File: src/pkg/dhs_pkg.sv
package dhs_pkg;
	// ==========================================================
	// register indices
	localparam logic [7:0] ADDR_MATCH_STATUS_IDX = 8'h91;
	localparam logic [7:0] DCHAN_STATUS_ONE_IDX  = 8'ha0;
	localparam logic [7:0] DCHAN_STATUS_TWO_IDX  = 8'ha1;
	// ==========================================================
	// reset values
	localparam logic [7:0] STATUS_ONE_RST = 8'h00;
	localparam logic [7:0] STATUS_TWO_RST = 8'h10;
	localparam logic [3:0] MATCH_RST      = 4'h0;
	// ==========================================================
	// field positions
	localparam int S1_ADDR   = 0;
	localparam int S1_EOP    = 1;
	localparam int S1_RXPROG = 2;
	localparam int S1_LBDEV  = 3;
	localparam int S1_LBLIU  = 4;
	localparam int S1_NOBOFF = 5;
	localparam int S1_TXEND  = 6;
	localparam int S1_TXABT  = 7;
	localparam int S2_LASTRX = 0;
	localparam int S2_RXAVL  = 1;
	localparam int S2_LOST   = 2;
	localparam int S2_LASTTX = 3;
	localparam int S2_TXAVL  = 4;
	localparam int S2_MARK   = 5;
	localparam int S2_FLAG   = 6;
	localparam int S2_SECOND = 7;
	localparam int M1_EOP_IE = 3;
	localparam int M3_ADDR_IE   = 0;
	localparam int M3_TXEND_IE  = 1;
	localparam int M3_LASTRX_IE = 2;
	localparam int M3_RXAVL_IE  = 3;
	localparam int M3_LASTTX_IE = 4;
	localparam int M3_TXAVL_IE  = 5;
	localparam int M3_LOST_IE   = 6;
	localparam int EF_SECOND_IE = 1;
endpackage

File: src/hw/dhs_status_flags.sv
`timescale 1ns/1ps
// Notes on behaviour
// - match status bits 0-3 latch four recognizer pairs until reset; 4-7 read zero
// - address flag sets on valid or end of address; mode three bit 0 enables
// - end of receive packet sets on closing flag; mode one bit 3 enables
// - status one bits 0,1 clear on status one or byte count read
// - reception in progress sets byte after opening flag, clears on flag/abort
// - bits 3,4 are live loopback indications, device and line interface
// - bit 5 reads one while back-off is not active
// - transmit end sets on closing flag sent; clears on read or count load
// - transmit abort sets after abort sent; clears on read or count load
// - idle mode clears both status registers; reset clears status one and loads 10h into status two
// - last received byte flag sets on final byte read; clears on read
// - receive byte available is live buffer not empty
// - packet lost sets on third unserviced packet; clears on read
// - last byte transmitted sets on final byte leaving; clears on read
// - transmit buffer available is live not full
// - mark idle follows fifteen ones detection, clears on zero
// - flag idle sets on over two flags, clears on non-flag
// - second packet bit is live; extended fifo bit 1 enables
// - status two reads 10h after reset
// - mode three bits 0 and 1 default to enabled
module dhs_status_flags
	import dhs_pkg::*;
(
	// clock, reset, enable
	input  wire logic       core_clk_i,
	input  wire logic       rst_i,
	input  wire logic       clk_en_i,
	// register read port
	input  wire logic       rd_i,
	input  wire logic [7:0] rd_idx_i,
	input  wire logic       rx_count_rd_i,
	input  wire logic       tx_count_load_i,
	output logic      [7:0] rd_data_o,
	// mode register bits
	input  wire logic [7:0] mode_one_i,
	input  wire logic [7:0] mode_three_i,
	input  wire logic [7:0] ext_fifo_ctrl_i,
	input  wire logic       idle_mode_i,
	// datapath events
	input  wire logic [3:0] addr_match_i,
	input  wire logic       addr_done_i,
	input  wire logic       rx_close_flag_i,
	input  wire logic       rx_open_byte_i,
	input  wire logic       rx_flag_or_abort_i,
	input  wire logic       loop_dev_i,
	input  wire logic       loop_liu_i,
	input  wire logic       backoff_i,
	input  wire logic       tx_close_flag_i,
	input  wire logic       tx_abort_sent_i,
	input  wire logic       rx_last_read_i,
	input  wire logic       rx_buf_nempty_i,
	input  wire logic       rx_pkt_lost_i,
	input  wire logic       tx_last_out_i,
	input  wire logic       tx_buf_nfull_i,
	input  wire logic       mark_idle_i,
	input  wire logic       flag_idle_set_i,
	input  wire logic       non_flag_i,
	input  wire logic       second_pkt_i,
	// interrupt
	output logic            irq_o
);
	// ==========================================================
	// read decode
	wire rd_match = rd_i && rd_idx_i == ADDR_MATCH_STATUS_IDX;
	wire rd_one   = rd_i && rd_idx_i == DCHAN_STATUS_ONE_IDX;
	wire rd_two   = rd_i && rd_idx_i == DCHAN_STATUS_TWO_IDX;
	wire clr_one_rx = rd_one || rx_count_rd_i;
	wire clr_one_tx = rd_one || tx_count_load_i;
	logic [3:0] match_reg;
	logic [7:0] one_reg;
	logic [7:0] two_reg;
	logic [7:0] one_next;
	logic [7:0] two_next;
	logic [3:0] match_next;
	logic [7:0] rd_data_next;
	logic       irq_next;
	// ==========================================================
	// next values; set wins over clear, idle mode clears over both
	always_comb begin
		match_next = match_reg | addr_match_i;
		one_next = one_reg;
		two_next = two_reg;
		if (clr_one_rx) begin
			one_next[S1_ADDR] = 1'b0;
			one_next[S1_EOP] = 1'b0;
		end
		if (addr_done_i) begin
			one_next[S1_ADDR] = 1'b1;
		end
		if (rx_close_flag_i) begin
			one_next[S1_EOP] = 1'b1;
		end
		if (rx_flag_or_abort_i) begin
			one_next[S1_RXPROG] = 1'b0;
		end
		if (rx_open_byte_i) begin
			one_next[S1_RXPROG] = 1'b1;
		end
		one_next[S1_LBDEV] = loop_dev_i;
		one_next[S1_LBLIU] = loop_liu_i;
		one_next[S1_NOBOFF] = ~backoff_i;
		if (clr_one_tx) begin
			one_next[S1_TXEND] = 1'b0;
			one_next[S1_TXABT] = 1'b0;
		end
		if (tx_close_flag_i) begin
			one_next[S1_TXEND] = 1'b1;
		end
		if (tx_abort_sent_i) begin
			one_next[S1_TXABT] = 1'b1;
		end
		if (rd_two) begin
			two_next[S2_LASTRX] = 1'b0;
			two_next[S2_LOST] = 1'b0;
			two_next[S2_LASTTX] = 1'b0;
		end
		if (rx_last_read_i) begin
			two_next[S2_LASTRX] = 1'b1;
		end
		if (rx_pkt_lost_i) begin
			two_next[S2_LOST] = 1'b1;
		end
		if (tx_last_out_i) begin
			two_next[S2_LASTTX] = 1'b1;
		end
		two_next[S2_RXAVL] = rx_buf_nempty_i;
		two_next[S2_TXAVL] = tx_buf_nfull_i;
		two_next[S2_MARK] = mark_idle_i;
		if (non_flag_i) begin
			two_next[S2_FLAG] = 1'b0;
		end
		if (flag_idle_set_i) begin
			two_next[S2_FLAG] = 1'b1;
		end
		two_next[S2_SECOND] = second_pkt_i;
		if (idle_mode_i) begin
			one_next = STATUS_ONE_RST;
			two_next = '0;
		end
	end
	// ==========================================================
	// read mux and interrupt
	wire [7:0] match_word = {4'h0, match_reg};
	assign rd_data_next = rd_match ? match_word :
		rd_one ? one_reg : rd_two ? two_reg : 8'h00;
	assign irq_next =
		(one_next[S1_ADDR] && mode_three_i[M3_ADDR_IE]) ||
		(one_next[S1_EOP] && mode_one_i[M1_EOP_IE]) ||
		(one_next[S1_TXEND] && mode_three_i[M3_TXEND_IE]) ||
		(two_next[S2_LASTRX] && mode_three_i[M3_LASTRX_IE]) ||
		(two_next[S2_RXAVL] && mode_one_i[M1_EOP_IE]) ||
		(two_next[S2_LOST] && mode_three_i[M3_LOST_IE]) ||
		(two_next[S2_LASTTX] && mode_three_i[M3_LASTTX_IE]) ||
		(two_next[S2_TXAVL] && mode_three_i[M3_TXAVL_IE]) ||
		(two_next[S2_SECOND] && ext_fifo_ctrl_i[EF_SECOND_IE]);
	// ==========================================================
	// registers
	always_ff @(posedge core_clk_i) begin
		if (rst_i) begin
			match_reg <= MATCH_RST;
			one_reg   <= STATUS_ONE_RST;
			two_reg   <= STATUS_TWO_RST;
			rd_data_o <= 8'h00;
			irq_o     <= 1'b0;
		end else if (clk_en_i) begin
			match_reg <= match_next;
			one_reg   <= one_next;
			two_reg   <= two_next;
			rd_data_o <= rd_data_next;
			irq_o     <= irq_next;
		end
	end
endmodule // dhs_status_flags

File: config.mk
export PLATFORM = sky130hd
export DESIGN_NAME = dhs_status_flags
export DESIGN_NICKNAME = d
export VERILOG_FILES = /design/src/pkg/dhs_pkg.sv /design/src/hw/dhs_status_flags.sv
export SDC_FILE = /design/constraint.sdc
export NUM_CORES = 1
export LEC_CHECK = 0
export BUFFER_PORTS_ARGS = -buffer_cell sky130_fd_sc_hd__buf_2
export CORE_UTILIZATION = 39
export CTS_CLUSTER_DIAMETER = 100
export DETAILED_ROUTE_END_ITERATION = 10
export PLACE_DENSITY = 0.82
export SKIP_CTS_REPAIR_TIMING = 1
export SYNTH_ARGS = -nofsm -noshare
export SYNTH_HDL_FRONTEND = slang
export SYNTH_SLANG_ARGS = --single-unit
export TNS_END_PERCENT = 5
File: constraint.sdc
create_clock -name core_clk_i -period 1.8 [get_ports core_clk_i]
set_clock_uncertainty 0.15 [all_clocks]
set_input_delay 0.36 -clock core_clk_i [delete_from_list [all_inputs] [get_ports core_clk_i]]
set_output_delay 0.36 -clock core_clk_i [all_outputs]
set_load 0.05 [all_outputs]
Word level (Yosys, flattened, before mapping)
Index checks and enable logic that the tools add are counted.
Cells by class
  equality and inequality tests: 3
  muxes and demuxes: 20
  bitwise gates (word level): 2
  reduce and logical (&&, ||, !) cells: 28
Operators with widths (number)
  $mux 8: 5
  $eq 8x8->1 const B: 3
  $logic_and 1x1->1: 12
  $mux 1: 12
  $logic_or 1x1->1: 10
  $reduce_bool 3->1: 3
  $mux 2: 3
  $reduce_and 2->1: 3
  $or 4x4->4: 1
  $not 1->1: 1
Word-level totals
  register bits: 29
  bits of input ports: 61
  output and inout port bits: 9
  word-level logic and storage cells: 61

Logic depth before layout (Yosys ltp)
  depth in word-level cells: 15
  depth in mapped cells: 6
  gate-level depth less buffers: 4

Worst setup path after synthesis
Ideal clock, no wire load.
  path type: input port to flip-flop
  start point: in rd_idx_i[1]
  end point: reg one_reg[6]
  arrival: 1.541 ns
  path slack: -0.009 ns
  stages: 4
  cells stage by stage: or4_4 > nor4_4 > o31ai_1 > a32o_1
On the way
  word-level cells in the longest chain between the ends: 6
RTL lines
  from (decl): RTL line dhs_status_flags.sv:32  | input wire logic [7:0] rd_idx_i,
  $eq 8x8->1: RTL line dhs_status_flags.sv:67  | wire rd_one = rd_i && rd_idx_i == DCHAN_STATUS_ONE_IDX;
  $logic_and 1x1->1: RTL line dhs_status_flags.sv:67
  $logic_or 1x1->1: RTL line dhs_status_flags.sv:70  | wire clr_one_tx = rd_one || tx_count_load_i;
  $mux 2: RTL line dhs_status_flags.sv:104  | if (clr_one_tx) begin
  $mux 1: RTL line dhs_status_flags.sv:108  | if (tx_close_flag_i) begin
  $mux 8: RTL line dhs_status_flags.sv:138  | if (idle_mode_i) begin
  to (signal assigned): RTL line dhs_status_flags.sv:169  | one_reg <= one_next;
  to (decl): RTL line dhs_status_flags.sv:72  | logic [7:0] one_reg;
Every way passes these cells. The select of a mux whose other input is x is not followed.
A chain may end at the register's enable or synchronous reset.

Final worst setup path
  start point: in rd_idx_i[6]
  end point: reg rd_data_o[3]
On the way
  word-level cells in the longest chain between the ends: 5
  elaborated cells between the ends (all ways): 9
RTL lines
  $eq 8x8->1: RTL line dhs_status_flags.sv:68  | wire rd_two = rd_i && rd_idx_i == DCHAN_STATUS_TWO_IDX;
  $logic_and 1x1->1: RTL line dhs_status_flags.sv:68
  $mux 8 (2 in a row): RTL line dhs_status_flags.sv:147  | rd_one ? one_reg : rd_two ? two_reg : 8'h00;
  $mux 8 *: RTL line dhs_status_flags.sv:146  | assign rd_data_next = rd_match ? match_word :
  to (signal assigned): RTL line dhs_status_flags.sv:171  | rd_data_o <= rd_data_next;
  to (decl): RTL line dhs_status_flags.sv:35  | output logic [7:0] rd_data_o,
Every way passes the cells marked *; elsewhere a longest branch is shown, timed or not.

==> impl_metrics.csv <==
group,metric,value,unit
worst_setup_path,worstRegToRegCells,3,
worst_setup_path,cpLargestDelayFamily,"simple AND/OR/NAND/NOR gates",
layout,nets,268,
worst_setup_path,cp.buffers_inverters,1,
layout,mostFrequentLayoutCells,"53 x buf_2, 29 x dfxtp_1, 21 x nor2_1",
floorplanning,start_util,41.9,%
worst_setup_path,slowest_delay,0.58,ns
layout,final_common_cell,"buf_2",
placement,io_buffers,53,
global_route,antenna_found_initial,0,
clocking,clk_latency,0.31,ns
synthesis,yosys_warnings,0,
worst_setup_path,path_cells,"buf_2 -> or4_4 -> nor3_4 -> a221oi_1 -> nor3_1",
drt,detail_route.wl_per_cell,12.6,um
placement,gp_congestion,0.873,
sta,period_needed,1.63,ns
sta,hold_violations,0,
synthesis,syn_area,1300,sq um
synthesis,syn-num-nets,209,
pwr,power_leakage,0.745,nW
synthesis,netlist_top_cells_area,"dfxtp_1 45%, nor2_1 6.1%, a22oi_1 5.8%",
synthesis,ys_seq_area_share,44.6,%
layout,fin_cells,251,
synthesis,ys_types,33,
hold_path,hold_depth,2,
pwr,power.density,754,nW/um^2
synthesis,synth_top_area_share,44.6,%
placement,post-dp-hpwl,2520,um
worst_setup_path,worstSetupStartpoint,"rd_idx_i[6]",
layout,final_area,1700,sq um
synthesis,synth_largest_area_cell,"dfxtp_1",
global_route,overflow,0,
pwr,worst_ir_drop_vdd,382,uV
placement,placedInstanceArea,1640,sq um
clocking,cts.clk_slew.worst_paths,0.08,ns
layout,final_util,54.7,%
drt,vias,1306,
sta,grt_setup_unrepaired,"false",
drt,totalWireLength,3160,um
worst_setup_path,worst-path-max-fanout,5,
floorplanning,die-area,3570,sq um
worst_setup_path,crit_arrival,1.72,ns
sta,drv_slew,0,
worst_setup_path,cp.required,1.89,ns
synthesis,synthesis.instances,148,
sta,finalCritPeriodShare,90.5,%
layout,area_delta_synth_final,30.5,%
sta,slew_headroom,72.2,%
layout,register_area,581,sq um
worst_setup_path,slowest_stage,"or4_4",
worst_setup_path,endpoint_kind,"flop",
worst_setup_path,endpoint,"rd_data_o[3]",
global_route,grt_util_all_layers,19.2,%
sta,worst_pin_slew,0.416,ns
synthesis,syn_avg_cell_area,8.79,sq um
synthesis,ys_seq_elements,29,
worst_setup_path,critPathKind,"input pin to flop",
floorplanning,die_h,59.8,um
clocking,cts_sinks,29,
clocking,cts_buffers,5,
global_route,grt_pass1_vias,1185,
worst_setup_path,r2r-start,"two_reg[2]",
drt,drt_pass1_iterations,4,
sta,max_freq,614,MHz
sta,tns,0,ns
status,status,"complete, no violations",
placement,placed_cells,244,
drt,ant_nets,0,
drt,viasPerCell,5.20,
worst_setup_path,regToRegSetupSlack,0.53,ns
floorplanning,core-area,3100,sq um
global_route,grt_max_degree,16,
sta,layout_setup_ws,0.170,ns
layout,antenna_cells,0,
sta,setup_violations,0,
layout,drive_above_1_share,36.2,%
placement,dp_slack,-0.178,ns
layout,multi_input_area,667,sq um
clocking,cts_tree,"yes",
floorplanning,rows,20,
clocking,clk_path_buf_depth,2,
clocking,cts-root-buf,"clkbuf_4",
floorplanning,top_level_ports,70,
worst_setup_path,cp_num_cells,5,
global_route,grt_pass1_wl,5080,um
drt,drc,0,
layout,nFillCells,307,
job,drv_cap,0,
worst_setup_path,r2r-end,"rd_data_o[2]",
hold_path,hold_class,"input pin to flop",
worst_setup_path,start_kind,"input pin",
floorplanning,dieWidth,59.8,um
clocking,h-tree-depth,2,
drt,drt_iter0_markers,44,
[worst min path at each step]
| stage | start | slack, ns | endpoint |
|---|---|---|---|
| floorplan | match_reg[0] | 0.29 | match_reg[0] |
| finish | tx_abort_sent_i | 0.12 | one_reg[7] |
| detailed placement | rd_data_o[5] | 0.29 | rd_data_o[5] |
| global route | tx_close_flag_i | 0.12 | one_reg[6] |
| global placement | rd_data_o[6] | 0.29 | rd_data_o[6] |
| CTS | tx_abort_sent_i | 0.11 | one_reg[7] |
[Yosys cell counts]
cell type	number
dfxtp_1	29
nor2_1	21
nand2_1	12
a21oi_1	10
a22oi_1	10
nor3_1	8
o21ai_0	7
clkbuf_1	5
a221oi_1	4
mux2_2	4
mux2i_1	4
o21ai_1	4
buf_2	3
inv_1	3
a222oi_1	2
a311oi_1	2
a31oi_1	2
a32o_1	2
nand2b_1	2
a221o_1	1
and4b_1	1
clkbuf_2	1
clkinv_1	1
nand3_1	1
nand3b_1	1
nor3_2	1
nor3_4	1
nor3b_1	1
nor4_1	1
nor4_4	1
o21bai_1	1
o31ai_1	1
or4_4	1
[final cells by class]
cell class	instances	share of cell area, %
inverter	4	0.884
sequential	29	34.2
tap	44	3.24
multi-input combinational	106	39.3
timing repair buffer	61	19.2
clock buffer	7	3.24
[routing by layer]
metal | up-vias | part of all wire [%] | track usage, %
li1 | 663 | - | -
met1 | 590 | 45 | 23.4
met2 | 49 | 47 | 32.5
met3 | 4 | 6.5 | 4.33
met4 | 0 | 0.70 | 7.64
met5 | - | 0 | 0
[kinds of logic (layout without fill, tap and decap cells)]
kind of cell           Yosys count  count (layout)  synth area share [%]
AOI/OAI and AO/OA               46              46                  23.8
buffers and inverters           13              72                  4.13
DFF                             29              29                  44.6
muxes                            8               8                  6.54
and+or+nand+nor                 52              52                  20.9
[per-stage QoR]
| step | power, mW | hold WS (ns) |
|---|---|---|
| floorplan | 0.817 | 0.287 |
| global placement | 0.905 | 0.287 |
| detailed placement | 0.909 | 0.291 |
| CTS | 1.29 | 0.108 |
| global route | 1.34 | 0.118 |
| finish | 1.28 | 0.117 |
[power breakdown]
group	total [mW]	switching [mW]	internal, mW
clock network	0.386	0.201	0.184
logic	0.209	0.117	0.0920
registers	0.685	0.0160	0.669
total	1.28	0.334	0.945
Note: power is estimated with default switching activity, not from simulation.
